File: src/hw/psd_pkg.sv
`default_nettype none
package psd_pkg;
  // strap vector bit positions
  localparam int STRAP_N = 8;
  localparam int SI_P1_MFC = 0;
  localparam int SI_P2_XAUTO = 1;
  localparam int SI_P2_XMAN = 2;
  localparam int SI_P2_AN = 3;
  localparam int SI_P2_SPD = 4;
  localparam int SI_P2_DUP = 5;
  localparam int SI_P2_BP = 6;
  localparam int SI_P2_FDFC = 7;
  // default strap levels, bit per index above
  localparam logic [STRAP_N-1:0] STRAP_DEFAULT = 8'hfa;
  // software write selectors
  localparam int SEL_W = 3;
  localparam logic [SEL_W-1:0] REG_HWCFG = 3'h0;
  localparam logic [SEL_W-1:0] REG_P1_MFC = 3'h1;
  localparam logic [SEL_W-1:0] REG_P1_ADV = 3'h2;
  localparam logic [SEL_W-1:0] REG_P2_BASIC = 3'h3;
  localparam logic [SEL_W-1:0] REG_P2_ADV = 3'h4;
  localparam logic [SEL_W-1:0] REG_P2_MODES = 3'h5;
  localparam logic [SEL_W-1:0] REG_P2_MFC = 3'h6;
  localparam logic [SEL_W-1:0] REG_P2_XCTL = 3'h7;
  localparam int DATA_W = 8;
  // field positions inside the write data
  localparam int B_HW_XAUTO = 0;
  localparam int B_ADV_10HD = 0;
  localparam int B_ADV_10FD = 1;
  localparam int B_ADV_SYM = 2;
  localparam int B_ADV_ASYM = 3;
  localparam int B_BC_AN = 0;
  localparam int B_BC_SPD = 1;
  localparam int B_BC_DUP = 2;
  localparam int B_FC_SEL = 0;
  localparam int B_FC_BP = 1;
  localparam int B_FC_TX = 2;
  localparam int B_FC_RX = 3;
  localparam int MODE_W = 3;
  localparam logic [MODE_W-1:0] MODE_ALL = 3'h7;
  localparam logic [MODE_W-1:0] MODE_RESET = 3'h7;
  localparam logic P2_MFC_SEL_DEFAULT = 1'b0;
  // crossover control and resulting mode
  localparam logic [1:0] XC_STRAP = 2'h0;
  localparam logic [1:0] XC_AUTO = 2'h1;
  localparam logic [1:0] XC_MDI = 2'h2;
  localparam logic [1:0] XC_MDIX = 2'h3;
  localparam logic [1:0] XM_MDI = 2'h0;
  localparam logic [1:0] XM_MDIX = 2'h1;
  localparam logic [1:0] XM_AUTO = 2'h2;
  typedef enum logic [2:0] {
    PSD_CAPTURE = 3'b001,
    PSD_LOAD = 3'b010,
    PSD_RUN = 3'b100
  } psd_state_t;
endpackage
`default_nettype wire

File: src/hw/psd_port_strap_defaults.sv
`default_nettype none
module psd_port_strap_defaults
  import psd_pkg::*;
#(
  parameter int SYNC_STAGES = 2
) (
  input wire logic clk,
  input wire logic rst_n,
  input wire logic p1_manual_flowctl_strap,
  input wire logic p2_crossover_led_pin,
  input wire logic p2_manual_crossover_strap,
  input wire logic p2_autoneg_strap,
  input wire logic p2_speed_strap,
  input wire logic p2_duplex_strap,
  input wire logic p2_backpressure_strap,
  input wire logic p2_fullduplex_flowctl_strap,
  input wire logic sw_wr_en,
  input wire logic [SEL_W-1:0] sw_wr_sel,
  input wire logic [DATA_W-1:0] sw_wr_data,
  output logic defaults_loaded,
  output logic auto_crossover_strap_state,
  output logic p1_manual_flowctl_select,
  output logic p1_adv_sym_pause,
  output logic p1_adv_asym_pause,
  output logic autonegotiation_enable,
  output logic speed_select_low_bit,
  output logic duplex_bit,
  output logic p2_adv_10t_half,
  output logic p2_adv_10t_full,
  output logic p2_adv_sym_pause,
  output logic p2_adv_asym_pause,
  output logic [MODE_W-1:0] p2_phy_mode,
  output logic p2_manual_flowctl_select,
  output logic p2_backpressure_enable,
  output logic p2_tx_flowctl_enable,
  output logic p2_rx_flowctl_enable,
  output logic [1:0] auto_crossover_control,
  output logic [1:0] p2_crossover_mode
);

  if (SYNC_STAGES < 2) begin : g_sync_check
    $error("SYNC_STAGES must be at least 2");
  end

  logic [STRAP_N-1:0] strap_pins;
  logic [STRAP_N-1:0] sync_q [SYNC_STAGES];
  logic [STRAP_N-1:0] strap_latch;
  psd_state_t state;
  psd_state_t next_state;
  logic next_loaded;
  logic next_xauto;
  logic next_p1_sel;
  logic next_p1_sym;
  logic next_p1_asym;
  logic next_an;
  logic next_spd;
  logic next_dup;
  logic next_10hd;
  logic next_10fd;
  logic next_p2_sym;
  logic next_p2_asym;
  logic [MODE_W-1:0] next_mode;
  logic next_p2_sel;
  logic next_bp;
  logic next_tx;
  logic next_rx;
  logic [1:0] next_xctl;
  logic [1:0] next_xmode;

  assign strap_pins = {p2_fullduplex_flowctl_strap, p2_backpressure_strap,
                       p2_duplex_strap, p2_speed_strap, p2_autoneg_strap,
                       p2_manual_crossover_strap, p2_crossover_led_pin,
                       p1_manual_flowctl_strap};

  // synchroniser runs through reset so straps are settled at release
  always_ff @(posedge clk) begin
    sync_q[0] <= strap_pins;
    for (int i = 1; i < SYNC_STAGES; i++) begin
      sync_q[i] <= sync_q[i-1];
    end
  end

  always_ff @(posedge clk) begin
    if (!rst_n) begin
      strap_latch <= sync_q[SYNC_STAGES-1];
    end
  end

  always_comb begin
    next_state = state;
    next_loaded = defaults_loaded;
    next_xauto = auto_crossover_strap_state;
    next_p1_sel = p1_manual_flowctl_select;
    next_p1_sym = p1_adv_sym_pause;
    next_p1_asym = p1_adv_asym_pause;
    next_an = autonegotiation_enable;
    next_spd = speed_select_low_bit;
    next_dup = duplex_bit;
    next_10hd = p2_adv_10t_half;
    next_10fd = p2_adv_10t_full;
    next_p2_sym = p2_adv_sym_pause;
    next_p2_asym = p2_adv_asym_pause;
    next_mode = p2_phy_mode;
    next_p2_sel = p2_manual_flowctl_select;
    next_bp = p2_backpressure_enable;
    next_tx = p2_tx_flowctl_enable;
    next_rx = p2_rx_flowctl_enable;
    next_xctl = auto_crossover_control;
    case (state)
      PSD_CAPTURE: next_state = PSD_LOAD;
      PSD_LOAD: begin
        next_state = PSD_RUN;
        next_loaded = 1'b1;
        next_p1_sel = strap_latch[SI_P1_MFC];
        next_p1_sym = strap_latch[SI_P1_MFC];
        next_p1_asym = strap_latch[SI_P1_MFC];
        next_xauto = strap_latch[SI_P2_XAUTO];
        next_an = strap_latch[SI_P2_AN];
        next_spd = strap_latch[SI_P2_SPD];
        next_dup = strap_latch[SI_P2_DUP];
        if (strap_latch[SI_P2_AN]) begin
          next_10hd = 1'b1;
          next_10fd = strap_latch[SI_P2_DUP];
          next_mode = MODE_ALL;
        end else begin
          // forced mode advertises only the strapped 10t ability
          next_10hd = ~strap_latch[SI_P2_SPD] & ~strap_latch[SI_P2_DUP];
          next_10fd = ~strap_latch[SI_P2_SPD] & strap_latch[SI_P2_DUP];
          next_mode = {1'b0, strap_latch[SI_P2_SPD], strap_latch[SI_P2_DUP]};
        end
        next_bp = strap_latch[SI_P2_BP];
        next_tx = strap_latch[SI_P2_FDFC];
        next_rx = strap_latch[SI_P2_FDFC];
        next_p2_asym = strap_latch[SI_P2_FDFC];
        next_p2_sym = strap_latch[SI_P2_FDFC];
      end
      PSD_RUN: begin
        if (sw_wr_en) begin
          case (sw_wr_sel)
            REG_HWCFG: next_xauto = sw_wr_data[B_HW_XAUTO];
            REG_P1_MFC: next_p1_sel = sw_wr_data[B_FC_SEL];
            REG_P1_ADV: begin
              next_p1_sym = sw_wr_data[B_ADV_SYM];
              next_p1_asym = sw_wr_data[B_ADV_ASYM];
            end
            REG_P2_BASIC: begin
              next_an = sw_wr_data[B_BC_AN];
              next_spd = sw_wr_data[B_BC_SPD];
              next_dup = sw_wr_data[B_BC_DUP];
            end
            REG_P2_ADV: begin
              next_10hd = sw_wr_data[B_ADV_10HD];
              next_10fd = sw_wr_data[B_ADV_10FD];
              next_p2_sym = sw_wr_data[B_ADV_SYM];
              next_p2_asym = sw_wr_data[B_ADV_ASYM];
            end
            REG_P2_MODES: next_mode = sw_wr_data[MODE_W-1:0];
            REG_P2_MFC: begin
              next_p2_sel = sw_wr_data[B_FC_SEL];
              next_bp = sw_wr_data[B_FC_BP];
              next_tx = sw_wr_data[B_FC_TX];
              next_rx = sw_wr_data[B_FC_RX];
            end
            REG_P2_XCTL: next_xctl = sw_wr_data[1:0];
            default: next_xctl = auto_crossover_control;
          endcase
        end
      end
      default: next_state = PSD_LOAD;
    endcase
  end

  // crossover resolves from the registered state, one cycle behind
  always_comb begin
    next_xmode = XM_AUTO;
    case (auto_crossover_control)
      XC_STRAP: begin
        if (auto_crossover_strap_state) begin
          next_xmode = XM_AUTO;
        end else if (strap_latch[SI_P2_XMAN]) begin
          next_xmode = XM_MDIX;
        end else begin
          next_xmode = XM_MDI;
        end
      end
      XC_AUTO: next_xmode = XM_AUTO;
      XC_MDI: next_xmode = XM_MDI;
      XC_MDIX: next_xmode = XM_MDIX;
      default: next_xmode = XM_AUTO;
    endcase
  end

  always_ff @(posedge clk) begin
    if (!rst_n) begin
      state <= PSD_CAPTURE;
      defaults_loaded <= 1'b0;
      auto_crossover_strap_state <= STRAP_DEFAULT[SI_P2_XAUTO];
      p1_manual_flowctl_select <= STRAP_DEFAULT[SI_P1_MFC];
      p1_adv_sym_pause <= STRAP_DEFAULT[SI_P1_MFC];
      p1_adv_asym_pause <= STRAP_DEFAULT[SI_P1_MFC];
      autonegotiation_enable <= STRAP_DEFAULT[SI_P2_AN];
      speed_select_low_bit <= STRAP_DEFAULT[SI_P2_SPD];
      duplex_bit <= STRAP_DEFAULT[SI_P2_DUP];
      p2_adv_10t_half <= 1'b1;
      p2_adv_10t_full <= STRAP_DEFAULT[SI_P2_DUP];
      p2_adv_sym_pause <= STRAP_DEFAULT[SI_P2_FDFC];
      p2_adv_asym_pause <= STRAP_DEFAULT[SI_P2_FDFC];
      p2_phy_mode <= MODE_RESET;
      p2_manual_flowctl_select <= P2_MFC_SEL_DEFAULT;
      p2_backpressure_enable <= STRAP_DEFAULT[SI_P2_BP];
      p2_tx_flowctl_enable <= STRAP_DEFAULT[SI_P2_FDFC];
      p2_rx_flowctl_enable <= STRAP_DEFAULT[SI_P2_FDFC];
      auto_crossover_control <= XC_STRAP;
      p2_crossover_mode <= XM_AUTO;
    end else begin
      state <= next_state;
      defaults_loaded <= next_loaded;
      auto_crossover_strap_state <= next_xauto;
      p1_manual_flowctl_select <= next_p1_sel;
      p1_adv_sym_pause <= next_p1_sym;
      p1_adv_asym_pause <= next_p1_asym;
      autonegotiation_enable <= next_an;
      speed_select_low_bit <= next_spd;
      duplex_bit <= next_dup;
      p2_adv_10t_half <= next_10hd;
      p2_adv_10t_full <= next_10fd;
      p2_adv_sym_pause <= next_p2_sym;
      p2_adv_asym_pause <= next_p2_asym;
      p2_phy_mode <= next_mode;
      p2_manual_flowctl_select <= next_p2_sel;
      p2_backpressure_enable <= next_bp;
      p2_tx_flowctl_enable <= next_tx;
      p2_rx_flowctl_enable <= next_rx;
      auto_crossover_control <= next_xctl;
      p2_crossover_mode <= next_xmode;
    end
  end
endmodule
`default_nettype wire

File: config.mk
export PLATFORM = sky130hd
export DESIGN_NAME = psd_port_strap_defaults
export DESIGN_NICKNAME = d
export VERILOG_FILES = /design/src/hw/psd_pkg.sv /design/src/hw/psd_port_strap_defaults.sv
export SDC_FILE = /design/constraint.sdc
export NUM_CORES = 1
export LEC_CHECK = 0
export BUFFER_PORTS_ARGS = -buffer_cell sky130_fd_sc_hd__buf_4
export CAP_MARGIN = 0
export CORE_ASPECT_RATIO = 0.9
export CORE_UTILIZATION = 25
export CTS_CLUSTER_SIZE = 16
export DETAILED_ROUTE_END_ITERATION = 6
export PLACE_DENSITY_LB_ADDON = 0.15
export RECOVER_POWER = 100
export REMOVE_ABC_BUFFERS = 1
export SYNTH_ARGS = -nofsm -noshare
export SYNTH_HDL_FRONTEND = slang
export SYNTH_SLANG_ARGS = --single-unit
export TNS_END_PERCENT = 1
File: constraint.sdc
create_clock -name clk -period 2 [get_ports clk]
set_clock_uncertainty 0.05 [all_clocks]
set_input_delay 0.3 -clock clk [delete_from_list [all_inputs] [get_ports clk]]
set_output_delay 0.3 -clock clk [all_outputs]
set_load 0.05 [all_outputs]
==> qor.yml <==
internal_power_mw: 1.53
arrival_ns: 1.91
synth_seq_cells: 50
synth.top_cell.area_share: 0.473
synth_area_per_cell_um2: 11.4
dr.pass1.iters: 4
p_seq_frac: 0.534
crit_slowest_cell: "or3b_1"
ys_async_sr_fraction: 0
cts_setup_buffers: 0
critPathMaxFanout: 14
post-place-ws_ns: 0.224
synth_commonest_cells: "dfxtp_1, nand2_1, nor2_1"
die_w_um: 90.9
place_congestion: 0.711
p_sw_frac: 0.261
overflow: 0
die_y_um: 82.0
drv_slew: 0
htreeDepth: 2
grt_max_degree: 19
worstHoldPathType: "input port to register"
slew_headroom: 0.551
ir_drop_uv: 494
worstSetupEndpointType: "register"
hpwl_mm: 2.70
fp-row-count: 28
path_cells: "or3b_1 > buf_4 > o31ai_4 > and3_1 > o21ai_0"
vias: 1242
synthDistinctLibCells: 40
cts_buffer_depth: 2
syn_area_um2: 1780
num_antenna_cells: 0
post-route-period-util: 0.891
synthFlopType: "dfxtp_1"
grt_use_total: 0.107
pwr-share-comb: 0.118
synth_top_cell_by_area: "dfxtp_1"
numCtsBuffers: 5
clkSlewWorstSetupHoldPaths_ns: 0.09
cap_violations: 0
hold_viol: 0
pin_count: 45
fmax_ghz: 0.561
vias_per_cell: 4.24
outcome: "completed"
cts_tree: "built"
ys_top_cells_by_area: "dfxtp_1, edfxtp_1, mux2i_1"
power_switching_mw: 0.539
clkPwrFrac: 0.348
antenna_found_initial: 0
ys_seq_area_frac: 0.608
slowest_delay_ns: 0.40
drc: 0
fin_util: 0.326
setup_tns_ns: 0
synth.most_common_cell: "dfxtp_1"
hold_buffers: 0
p_leak_nw: 0.859
grt_pass1_wl_mm: 6.04
clk_latency_ns: 0.30
finalSetupViolations: 0
startpoint_type: "register"
worst_pin_slew_ns: 0.673
critPathKind: "register to register"
wl_mm: 3.80
syn_inst: 156
period_needed_ns: 1.78
timing.final.ws_setup_ns: 0.218
cts-resized-gates: 0
synth-edff-count: 8
ant_nets: 0
core_um2: 6730
drive_gt1_frac: 0.182
cp.required_ns: 2.13
drtIter0Drc: 43
final_nets: 224
cts-root-buf: "clkbuf_8"
ys_warn_count: 0
clock-sinks: 50
wire_per_inst_um: 13.0
p_per_area_nw_per_um2: 941
rsz0062_at_grt: "false"
start_util: 0.264
io_buffers: 40
syn2layout_area_growth_pct: 23.5
grt_pass1_vias: 1223
fp.dieArea_um2: 7450
## power by group through the flow
| stage | Sequential (mW) | Clock (mW) | Combinational (mW) |
|---|---|---|---|
| 6_report | 1.10 | 0.719 | 0.244 |
| 5_1_grt | 1.11 | 0.790 | 0.265 |
| 4_1_cts | 1.10 | 0.740 | 0.274 |
| 3_5_place_dp | 1.13 | 0 | 0.273 |
| 3_3_place_gp | 1.13 | 0 | 0.273 |
| 2_1_floorplan | 1.20 | 0 | 0.0865 |
## state kept, by name, summed over array words and instances, names as in the netlist, 2 cells and up
name	flops
p2_phy_mode	3
strap_latch	8
state	3
p2_crossover_mode	2
sync_q	16
auto_crossover_control	2
## routing by layer
layer	track usage	wire length [um]
met5	0	0
met4	0.0429	42
met3	0.0250	112
met2	0.179	1700
met1	0.136	1940
## layout make-up
cell class	instances	area, um2
flip-flops and latches	50	1080
multi-input cells	98	642
well taps	90	113
repair buffers	44	236
fillers	750	4530
inverters	3	11.3
clock inverters	3	43.8
clock buffers	5	68.8
## cells in the final DEF, fill, tap and decap left out, types with 2 or more instances in the layout
| cell | netlist | routed |
|---|---|---|
| nor2_1 | 17 | 17 |
| nor3_1 | 3 | 3 |
| mux2i_1 | 9 | 9 |
| clkbuf_1 | 3 | 25 |
| o22ai_2 | 2 | 2 |
| and3_1 | 4 | 4 |
| o21ai_0 | 9 | 9 |
| inv_1 | 3 | 3 |
| nand2_1 | 18 | 18 |
| or3b_1 | 2 | 2 |
| a21oi_1 | 4 | 4 |
| clkbuf_8 | 0 | 5 |
| edfxtp_1 | 8 | 8 |
| clkbuf_4 | 0 | 8 |
| o311ai_0 | 1 | 2 |
| buf_4 | 0 | 11 |
| dfxtp_1 | 42 | 42 |
| mux2_2 | 3 | 3 |
| nor3b_1 | 1 | 2 |
| a31oi_1 | 3 | 3 |
## worst paths after layout
path	startpoint	end	slack [ns]	cells past startpoint
worst max-delay path	state[0]	duplex_bit	0.22	5
worst min-delay path	p2_fullduplex_flowctl_strap	sync_q[0][7]	0.07	1
worst min register to register	sync_q[0][1]	sync_q[1][1]	0.28	0
worst max register to register	state[0]	duplex_bit	0.22	5
## critical path: cells and delay by family, from the launching register on
| family | cells | cell delay, ns |
|---|---|---|
| AND/OR/NAND/NOR | 2 | 0.60 |
| AO/OA/AOI/OAI | 2 | 0.42 |
| flip-flops | 1 | 0.37 |
| buffers and inverters | 1 | 0.21 |
## kinds of logic (layout without fill, tap and decap cells)
group	after synthesis	count (layout)	share of synthesized area
AND/OR/NAND/NOR	57	57	0.168
AO/OA/AOI/OAI	29	29	0.132
buffers and inverters	8	55	0.0218
flip-flops	50	50	0.608
multiplexers	12	12	0.0697
## per-stage QoR
| stage | cells | hold slack [ns] | power (mW) | cell area (um2) |
|---|---|---|---|---|
| detailed placement | 285 | 0.262 | 1.40 | 2190 |
| global placement | 285 | 0.260 | 1.40 | 2190 |
| floorplan | 151 | 0.260 | 1.29 | 1750 |
| CTS | 293 | 0.0313 | 2.12 | 2310 |
| finish | 293 | 0.0652 | 2.07 | 2200 |
| global route | 293 | 0.0477 | 2.17 | 2200 |
Note: power is estimated with default switching activity, not from simulation.
